<file path="src/ssa_defines.vh">
// shared sram arbiter constants: ram cycle timing and priority
// assumes a 100 MHz mclk; included by the arbiter design file only
`ifndef SSA_DEFINES_VH
`define SSA_DEFINES_VH

// ram cycle: address setup, strobe active, recovery (in mclk cycles)
`define SSA_SETUP_CYC    4'h1
`define SSA_STROBE_CYC   4'h3
`define SSA_RECOVER_CYC  4'h1
// owner codes
`define SSA_OWN_COMM     1'b0
`define SSA_OWN_HOST     1'b1
// tie priority: communications processor wins a same-cycle tie
`define SSA_TIE_OWNER    1'b0

`endif

</file>
<file path="src/ssa_irq_flag.v">
// ssa_irq_flag: one sticky interprocessor interrupt flag
// assumes set and clear are single-cycle pulses on mclk
`timescale 1ns/1ns

module ssa_irq_flag
(
    input  wire mclk,
    input  wire rst_n,
    input  wire set_pulse,
    input  wire clr_pulse,
    output reg  flag
);

always @(posedge mclk)
begin
    if (!rst_n)
        flag <= 1'b0;
    else if (set_pulse)
        flag <= 1'b1; // set wins over a same-cycle clear
    else if (clr_pulse)
        flag <= 1'b0;
end

endmodule // ssa_irq_flag

</file>
<file path="src/ssa_shared_memory_arbiter.v">
// ssa_shared_memory_arbiter: makes one static ram dual-ported between
// a communications processor (comm) and a host processor, plus the
// interprocessor interrupt pair.
// assumes requests are held until ready; host pins are asynchronous
`timescale 1ns/1ns
`include "ssa_defines.vh"

module ssa_shared_memory_arbiter
(
    input  wire mclk,
    input  wire rst_n,
    input  wire comm_req,
    input  wire comm_wr,
    output reg  comm_ready,
    input  wire host_req_pin,
    input  wire host_wr_pin,
    output reg  host_ready,
    output reg  ram_cs_n,
    output reg  ram_oe_n,
    output reg  ram_we_n,
    output reg  comm_addr_latch_en,
    output reg  comm_data_buf_en,
    output reg  host_addr_latch_en,
    output reg  host_data_buf_en,
    output reg  data_dir_to_ram,
    input  wire comm_host_irq_set,
    input  wire comm_irq_ack_wr,
    input  wire host_irq_clr_pin,
    input  wire host_irq_req_pin,
    output reg  host_irq_out,
    output reg  comm_irq_out
);

localparam ST_IDLE    = 2'd0;
localparam ST_SETUP   = 2'd1;
localparam ST_STROBE  = 2'd2;
localparam ST_RECOVER = 2'd3;

// host pins cross into mclk through two flops
reg  [1:0] host_req_s;
reg  [1:0] host_wr_s;
reg  [1:0] host_clr_s;
reg  [1:0] host_irq_s;
reg        host_clr_d;
reg        host_irq_d;
reg        host_hold;

reg  [1:0] state;
reg  [1:0] next_state;
reg  [3:0] cnt;
reg  [3:0] next_cnt;
reg        owner;
reg        next_owner;
reg        cyc_wr;
reg        next_cyc_wr;
reg        comm_wait;
reg        host_wait;

// synchronizer lag keeps the pin high after ready; hold stops a second access
wire host_req   = host_req_s[1] & ~host_hold;
wire host_wr    = host_wr_s[1];
wire host_clr_p = host_clr_s[1] & ~host_clr_d;
wire host_irq_p = host_irq_s[1] & ~host_irq_d;
wire host_flag;
wire comm_flag;
wire done       = (state == ST_RECOVER) && (cnt == 4'h0);

always @(posedge mclk)
begin
    if (!rst_n)
    begin
        host_req_s <= 2'b00;
        host_wr_s  <= 2'b00;
        host_clr_s <= 2'b00;
        host_irq_s <= 2'b00;
        host_clr_d <= 1'b0;
        host_irq_d <= 1'b0;
    end
    else
    begin
        host_req_s <= {host_req_s[0], host_req_pin};
        host_wr_s  <= {host_wr_s[0], host_wr_pin};
        host_clr_s <= {host_clr_s[0], host_irq_clr_pin};
        host_irq_s <= {host_irq_s[0], host_irq_req_pin};
        host_clr_d <= host_clr_s[1];
        host_irq_d <= host_irq_s[1];
    end
end

// one owner per ram cycle; the waiting side is served next
always @*
begin
    next_state  = state;
    next_cnt    = cnt;
    next_owner  = owner;
    next_cyc_wr = cyc_wr;
    case (state)
        ST_IDLE:
        begin
            if (comm_req && host_req)
            begin
                next_owner = `SSA_TIE_OWNER; // fixed tie priority
                next_state = ST_SETUP;
            end
            else if (comm_req || host_req)
            begin
                next_owner = host_req ? `SSA_OWN_HOST : `SSA_OWN_COMM;
                next_state = ST_SETUP;
            end
            next_cyc_wr = (next_owner == `SSA_OWN_HOST) ? host_wr : comm_wr;
            next_cnt    = `SSA_SETUP_CYC - 4'h1;
        end
        ST_SETUP:
        begin
            if (cnt == 4'h0)
            begin
                next_state = ST_STROBE;
                next_cnt   = `SSA_STROBE_CYC - 4'h1;
            end
            else
                next_cnt = cnt - 4'h1;
        end
        ST_STROBE:
        begin
            if (cnt == 4'h0)
            begin
                next_state = ST_RECOVER;
                next_cnt   = `SSA_RECOVER_CYC - 4'h1;
            end
            else
                next_cnt = cnt - 4'h1;
        end
        ST_RECOVER:
        begin
            if (cnt == 4'h0)
            begin
                // loser of a conflict goes straight after one cycle
                if (owner == `SSA_OWN_COMM && host_wait)
                begin
                    next_owner  = `SSA_OWN_HOST;
                    next_cyc_wr = host_wr;
                    next_state  = ST_SETUP;
                    next_cnt    = `SSA_SETUP_CYC - 4'h1;
                end
                else if (owner == `SSA_OWN_HOST && comm_wait)
                begin
                    next_owner  = `SSA_OWN_COMM;
                    next_cyc_wr = comm_wr;
                    next_state  = ST_SETUP;
                    next_cnt    = `SSA_SETUP_CYC - 4'h1;
                end
                else
                    next_state = ST_IDLE;
            end
            else
                next_cnt = cnt - 4'h1;
        end
        default:
        begin
            next_state = ST_IDLE;
            next_cnt   = 4'h0;
        end
    endcase
end

always @(posedge mclk)
begin
    if (!rst_n)
    begin
        state     <= ST_IDLE;
        cnt       <= 4'h0;
        owner     <= `SSA_OWN_COMM;
        cyc_wr    <= 1'b0;
        comm_wait <= 1'b0;
        host_wait <= 1'b0;
        host_hold <= 1'b0;
    end
    else
    begin
        // re-arm only once the synchronized host request has dropped
        if (done && owner == `SSA_OWN_HOST)
            host_hold <= 1'b1;
        else if (!host_req_s[1])
            host_hold <= 1'b0;
        state  <= next_state;
        cnt    <= next_cnt;
        owner  <= next_owner;
        cyc_wr <= next_cyc_wr;
        // remember a request that arrived while the other side owns the ram
        comm_wait <= comm_req && !(next_state != ST_IDLE && next_owner == `SSA_OWN_COMM)
                     && !(done && owner == `SSA_OWN_COMM);
        host_wait <= host_req && !(next_state != ST_IDLE && next_owner == `SSA_OWN_HOST)
                     && !(done && owner == `SSA_OWN_HOST);
    end
end

// registered strobes, ready and bus interface enables
always @(posedge mclk)
begin
    if (!rst_n)
    begin
        ram_cs_n           <= 1'b1;
        ram_oe_n           <= 1'b1;
        ram_we_n           <= 1'b1;
        comm_ready         <= 1'b0;
        host_ready         <= 1'b0;
        comm_addr_latch_en <= 1'b0;
        comm_data_buf_en   <= 1'b0;
        host_addr_latch_en <= 1'b0;
        host_data_buf_en   <= 1'b0;
        data_dir_to_ram    <= 1'b0;
    end
    else
    begin
        ram_cs_n <= !(next_state == ST_SETUP || next_state == ST_STROBE);
        ram_oe_n <= !(next_state == ST_STROBE && !next_cyc_wr);
        ram_we_n <= !(next_state == ST_STROBE && next_cyc_wr);
        // ready only at cycle end, so a stalled side just sees wait states
        comm_ready <= done && owner == `SSA_OWN_COMM;
        host_ready <= done && owner == `SSA_OWN_HOST;
        comm_addr_latch_en <= next_state != ST_IDLE && next_owner == `SSA_OWN_COMM;
        host_addr_latch_en <= next_state != ST_IDLE && next_owner == `SSA_OWN_HOST;
        comm_data_buf_en   <= next_state == ST_STROBE && next_owner == `SSA_OWN_COMM;
        host_data_buf_en   <= next_state == ST_STROBE && next_owner == `SSA_OWN_HOST;
        data_dir_to_ram    <= next_cyc_wr;
    end
end

ssa_irq_flag u_host_flag
(
    .mclk      (mclk),
    .rst_n     (rst_n),
    .set_pulse (comm_host_irq_set),
    .clr_pulse (host_clr_p),
    .flag      (host_flag)
);

ssa_irq_flag u_comm_flag
(
    .mclk      (mclk),
    .rst_n     (rst_n),
    .set_pulse (host_irq_p),
    .clr_pulse (comm_irq_ack_wr),
    .flag      (comm_flag)
);

// outputs re-registered so they come from a flop at the top
always @(posedge mclk)
begin
    if (!rst_n)
    begin
        host_irq_out <= 1'b0;
        comm_irq_out <= 1'b0;
    end
    else
    begin
        host_irq_out <= host_flag;
        comm_irq_out <= comm_flag;
    end
end

endmodule // ssa_shared_memory_arbiter

</file>
<file path="config.mk">
export PLATFORM = sky130hd
export DESIGN_NAME = ssa_shared_memory_arbiter
export DESIGN_NICKNAME = d
export VERILOG_FILES = /design/src/ssa_irq_flag.v /design/src/ssa_shared_memory_arbiter.v
export VERILOG_INCLUDE_DIRS = /design/src
export SDC_FILE = /design/constraint.sdc
export NUM_CORES = 1
export LEC_CHECK = 0
export BUFFER_PORTS_ARGS = -buffer_cell sky130_fd_sc_hd__clkbuf_2
export CAP_MARGIN = 20
export CORE_MARGIN = 4
export CORE_UTILIZATION = 58
export CTS_BUF_LIST = sky130_fd_sc_hd__clkbuf_8
export DETAILED_ROUTE_END_ITERATION = 10
export PLACE_DENSITY = 0.81
export SYNTH_ARGS = -nofsm -noshare
export SYNTH_HDL_FRONTEND = slang
export SYNTH_HIERARCHICAL = 1
export SYNTH_SLANG_ARGS = --single-unit
export TNS_END_PERCENT = 10
</file>
<file path="constraint.sdc">
create_clock -name mclk -period 4.2 [get_ports mclk]
set_input_delay 0.21 -clock mclk [delete_from_list [all_inputs] [get_ports mclk]]
set_output_delay 0.21 -clock mclk [all_outputs]
set_load 0.03 [all_outputs]
</file>
Yosys cells after proc, flatten, opt, wreduce, memory -nomap -nowiden
Index checks and enable logic that the tools add are counted.
Widths: inputs -> output; s select.

word-level totals
  output and inout bits = 12
  register bits = 34
  logic and storage cells = 106

operators by class
  bitwise operators = 8
  reductions and logical operators = 31
  add/subtract/negate cells = 1
  multiplexer cells = 33
  equal/unequal tests = 7

operators with widths
  kind                 number
  $mux 4               5
  $mux 1               19
  $logic_and 1x1->1    16
  $pmux 4 s4           1
  $mux 2               5
  $logic_not 1->1      8
  $pmux 2 s4           1
  $eq 2x2->1 const B   3
  $reduce_bool 2->1    3
  $not 1->1            5
  $eq 2x1->1 const B   2
  $logic_not 4->1      1
  $ne 4x2->1 const B   1
  $pmux 1 s2           2
  $sub 4x1->4 const B  1
  $and 1x1->1          3
  $logic_not 2->1      1
  $logic_or 1x1->1     2
  $ne 2x1->1 const B   1

Longest topological paths before layout
  depth after elaboration = 12
  depth in mapped cells = 9
  gate-level depth less buffers = 9

Hierarchy
Netlist, hierarchy kept.

modules (own cells, without submodules)
  module                     times used  area each (sq um)  cells each
  ssa_shared_memory_arbiter  1           1311.3             132
  ssa_irq_flag               2           41.3               3

Worst setup path after synthesis
OpenSTA, ideal clock, no wires.

  kind = register to register
  from = register cnt[1]
  to = register ram_we_n
  buffers on the path = 1
  stages on the path, launching flop included = 9
  setup slack = 2369 ps
  arrival = 1717 ps
  period minus slack after synthesis = 1831 ps
  cells stage by stage = dfxtp_1 or4_1 buf_2 o21ai_0 a22oi_1 nor2_1 ha_1 nand2_1 a21o_1

on the way
  word-level cells in the longest chain between the ends = 6
  elaborated cells between the ends (all ways) = 10

RTL lines
  item                       line                                                                                               RTL
  start: declaration         ssa_shared_memory_arbiter.v:50                                                                     reg [3:0] cnt;
  start signal: assignment   ssa_shared_memory_arbiter.v:186                                                                    cnt <= next_cnt;
  $logic_not 4->1 *          ssa_shared_memory_arbiter.v:115, ssa_shared_memory_arbiter.v:125, ssa_shared_memory_arbiter.v:135
  $mux 2 (on tied branches)  ssa_shared_memory_arbiter.v:135, ssa_shared_memory_arbiter.v:115, ssa_shared_memory_arbiter.v:125
  $pmux 2 s4                 ssa_shared_memory_arbiter.v:97                                                                     case (state)
  $eq 2x2->1                 ssa_shared_memory_arbiter.v:217                                                                    ram_we_n <= !(next_state == ST_STROBE && next_cyc_wr);
  $logic_and 1x1->1 *        ssa_shared_memory_arbiter.v:217
  $logic_not 1->1 *          ssa_shared_memory_arbiter.v:217
  end signal: assignment     ssa_shared_memory_arbiter.v:217
  end: declaration           ssa_shared_memory_arbiter.v:20                                                                     output reg ram_we_n,

Every way passes the cells marked *; elsewhere a longest branch is shown, timed or not.
A chain may end at the register's enable or synchronous reset.

Worst setup path after layout
  from = register owner
  to = register comm_data_buf_en

on the way
  word-level cells in the longest chain between the ends = 7
  elaborated cells between the ends (all ways) = 17

RTL lines
  item                                            line                                                              RTL
  start: declaration                              ssa_shared_memory_arbiter.v:52                                    reg owner;
  start signal: assignment                        ssa_shared_memory_arbiter.v:172                                   owner <= `SSA_OWN_COMM;
  start signal: assignment                        ssa_shared_memory_arbiter.v:187                                   owner <= next_owner;
  $logic_and 1x1->1 or $not 1->1 (tied branches)  n/a
  $mux 1 or $logic_and 1x1->1 (tied branches)     ssa_shared_memory_arbiter.v:145, ssa_shared_memory_arbiter.v:138
  $mux 1                                          ssa_shared_memory_arbiter.v:138                                   if (owner == `SSA_OWN_COMM && host_wait)
  $mux 2 or $mux 1 (tied branches)                ssa_shared_memory_arbiter.v:135                                   if (cnt == 4'h0)
  $pmux 2 s4 or $pmux 1 s2 (tied branches)        ssa_shared_memory_arbiter.v:97
  $eq 2x2->1 or $not 1->1 (tied branches)         n/a
  $logic_and 1x1->1 (no line) *                   n/a
  end signal: assignment                          ssa_shared_memory_arbiter.v:223                                   comm_data_buf_en <= next_state == ST_STROBE && next_owner == `SSA_OWN_COMM;
  end: declaration                                ssa_shared_memory_arbiter.v:22                                    output reg comm_data_buf_en,

Every way passes the cells marked *; elsewhere a longest branch is shown, timed or not. The select of a mux whose other input is x is not followed.

==> results by group <==
Status
  – Status: complete, no violations

Synth
  – Distinct cell type count after synthesis: 44
  – Top-area cell type share of the netlist area: 0.4883
  – Mean post-synth cell area: 10.10 sq um
  – YS warnings: 6
  – Synth area leaders: dfxtp_1, and2_1, ha_1
  – Synth Instances: 138
  – Ys async rst share: 0
  – Area leader, netlist: dfxtp_1
  – Seq cells post-synth: 34
  – Seq/Total Area, Yosys: 0.4883
  – Dominant synthesized flop cell: dfxtp_1
  – Synthesized area: 1394 sq um
  – Post-synth net total: 154
  – EDFF count, synth: 0

Timing
  – TNS Setup: 0 ns
  – Final setup viols: 0
  – Maximum achievable frequency: 0.4429 GHz
  – Final Cycle Share: 0.5376
  – Final Hold Fails: 0
  – Worst slew margin: 0.4895
  – RSZ-0062 raised after global routing: no
  – Worst slew pin tran: 0.7594 ns
  – Minimum clock period: 2.258 ns
  – Clock skew: 0.001886 ns
  – Fin. max-slew vios: 0

Placement
  – Area post-placement: 1518 sq um
  – I/O Buffers: 21
  – GPL Wtd Cong: 0.8427
  – HPWL Detailed: 1885 um

Setup path
  – CP bufs+invs: 0
  – Crit path capture: comm_data_buf_en$_SDFF_PN0_
  – Crit start category: flop
  – RR Startpoint: owner$_SDFF_PN0_
  – CP max FO: 12
  – Internal reg-to-reg setup slack: 1.94 ns
  – CP peak stage delay: 0.61 ns
  – Critical Path RT: 4.40 ns
  – WP data arrival: 2.45 ns
  – Worst r2r dst: comm_data_buf_en$_SDFF_PN0_
  – Family with the most delay on the worst path: flip-flops
  – CP max stage cell: dfxtp_1
  – Worst setup path class: flop to flop
  – CP Capture Type: flop
  – Critical path depth: 7
  – Cells along the critical path: mux2_2, a211oi_1, a22oi_1, nor2_1, ha_1, nand2_1, nor3b_1
  – Worst Reg-to-Reg Cells: 7
  – Critical Path Start: owner$_SDFF_PN0_

Drt
  – DRC viols: 0
  – 1st-pass router iterations: 4
  – Detailed Route Iter0 Violations: 58
  – WL final: 2690 um
  – Post-route ant nets: 0
  – Via count: 1131
  – Vias per cell: 5.953
  – Wirelength per Cell: 14.16 um

Clocking
  – Clock-pin slew on the worst setup and hold paths: 0.06 ns
  – PostCTS Resize Cnt: 0
  – Clock Sinks: 34
  – Maximum root-to-sink buffer count: 2
  – Hold-fix buffers, CTS: 0
  – H-tree levels: 2
  – Cts bufs inserted: 5
  – Postcts setup bufs: 0
  – Clock root cell: clkbuf_8
  – CTS tree: yes
  – Worst skew pair latency: 0.28 ns

Global routing
  – Remaining global-route overflow: 0
  – Pin count of the biggest net entering global routing: 24
  – Vias in the first global route: 1056
  – Initial antenna violation count: 0
  – Wire length of the first global-routing pass: 4692 um
  – Tot GR Track Use: 0.1864

Flow run
  – Max Cap Viol: 0

Cells and area
  – Most common cell after layout, fill and taps aside: dfxtp_1
  – Most frequent cells in the layout: dfxtp_1, clkbuf_2, and2_1, inv_1
  – Share of cells above drive strength 1: 0.2284
  – Layout Nets: 178
  – Ant diodes: 0
  – Area grow syn2layout: 16.97%
  – Design area: 1630 sq um

Power
  – Power per cell area: 620.3 nW/um^2
  – Leak Pwr: 0.6943 nW
  – VDD IR-drop max: 0.0004574 V

Floorplanning
  – Height of the chip: 57.02 um
  – Core area: 2255 sq um
  – IO Pins: 22
  – Initial Util: 0.6182
  – Die width: 57.02 um
  – Row cnt: 17
  – Die area: 3251 sq um

Min path
  – Worst hold path class: input pin to flop
  – Min-delay src: host_irq_req_pin
==> Yosys cell counts, types with 2 or more instances <==
| master | n |
|---|---|
| a21oi_1 | 6 |
| clkbuf_1 | 3 |
| nor3b_1 | 2 |
| a211oi_1 | 2 |
| nor2b_1 | 5 |
| dfxtp_1 | 34 |
| nand2_1 | 3 |
| o22ai_1 | 2 |
| o21ai_0 | 6 |
| ha_1 | 6 |
| o21a_1 | 4 |
| nor2b_4 | 2 |
| nor3_1 | 5 |
| and2_1 | 13 |
| nor2_1 | 6 |
| inv_1 | 9 |
| nand2b_1 | 2 |
| or3_1 | 2 |
==> registers in the layout (all words and copies together), names as in the netlist, 2 cells and up <==
name        flops
state           2
host_wr_s       2
host_irq_s      2
host_clr_s      2
host_req_s      2
cnt             4
==> cell families (layout without fill, tap and decap cells) <==
logic type / after synthesis / after routing / share of synthesized area
compound gates: 34 / 34 / 0.1697
fa+ha+maj: 6 / 6 / 0.05386
flops: 34 / 34 / 0.4883
simple gates: 48 / 48 / 0.2307
mux: 2 / 2 / 0.01526
xor+xnor: 1 / 1 / 0.006285
buf+inv: 13 / 37 / 0.03590
==> where the power goes <==
group / switching [mW] / total (mW) / internal, mW
clock network: 0.106 / 0.295 / 0.190
logic: 0.203 / 0.324 / 0.121
registers: 0.0302 / 0.392 / 0.362
total: 0.339 / 1.01 / 0.672
==> routing by layer <==
layer  GRT usage  wire [um]  share of wire
met2      0.2871       1192           0.44
met5           0          0              0
met3     0.06787        245          0.091
met1      0.2266       1172           0.44
met4     0.09934         79          0.029
==> how the worst min path moves through the flow <==
stage                                         end  slack [ns]  depth (start not counted)
floorplan           u_comm_flag/flag$_SDFFE_PN0P_        0.33                          1
global placement          host_wr_s[1]$_SDFF_PN0_        0.42                          1
detailed placement       host_irq_s[0]$_SDFF_PN0_        0.42                          2
CTS                      host_irq_s[0]$_SDFF_PN0_        0.13                          2
global route             host_clr_s[0]$_SDFF_PN0_        0.14                          2
finish                   host_irq_s[0]$_SDFF_PN0_        0.13                          2
==> area by class of cell <==
| cell class | count | area [sq um] |
|---|---|---|
| Clock buffer | 6 | 82.58 |
| Sequential cell | 34 | 680.7 |
| Multi-Input combinational cell | 91 | 663.1 |
| Timing Repair Buffer | 21 | 105.1 |
| Clock inverter | 1 | 30.03 |
| Tap cell | 28 | 35.03 |
| Inverter | 9 | 33.78 |
| Fill cell | 173 | 624.3 |
==> per-stage QoR <==
step	power (mW)	setup slack (ns)	util	std cells	hold WS [ns]
2_1_floorplan	0.6319	2.369	-	138	0.3275
3_3_place_gp	0.6953	2.139	0.6731	183	0.4151
3_5_place_dp	0.7080	2.009	0.6731	183	0.4222
4_1_cts	1.011	1.966	0.7231	190	0.1319
5_1_grt	1.070	1.740	0.7231	190	0.1379
6_report	1.011	1.942	0.7231	190	0.1345
No activity file was read; power rests on OpenSTA's default activity.
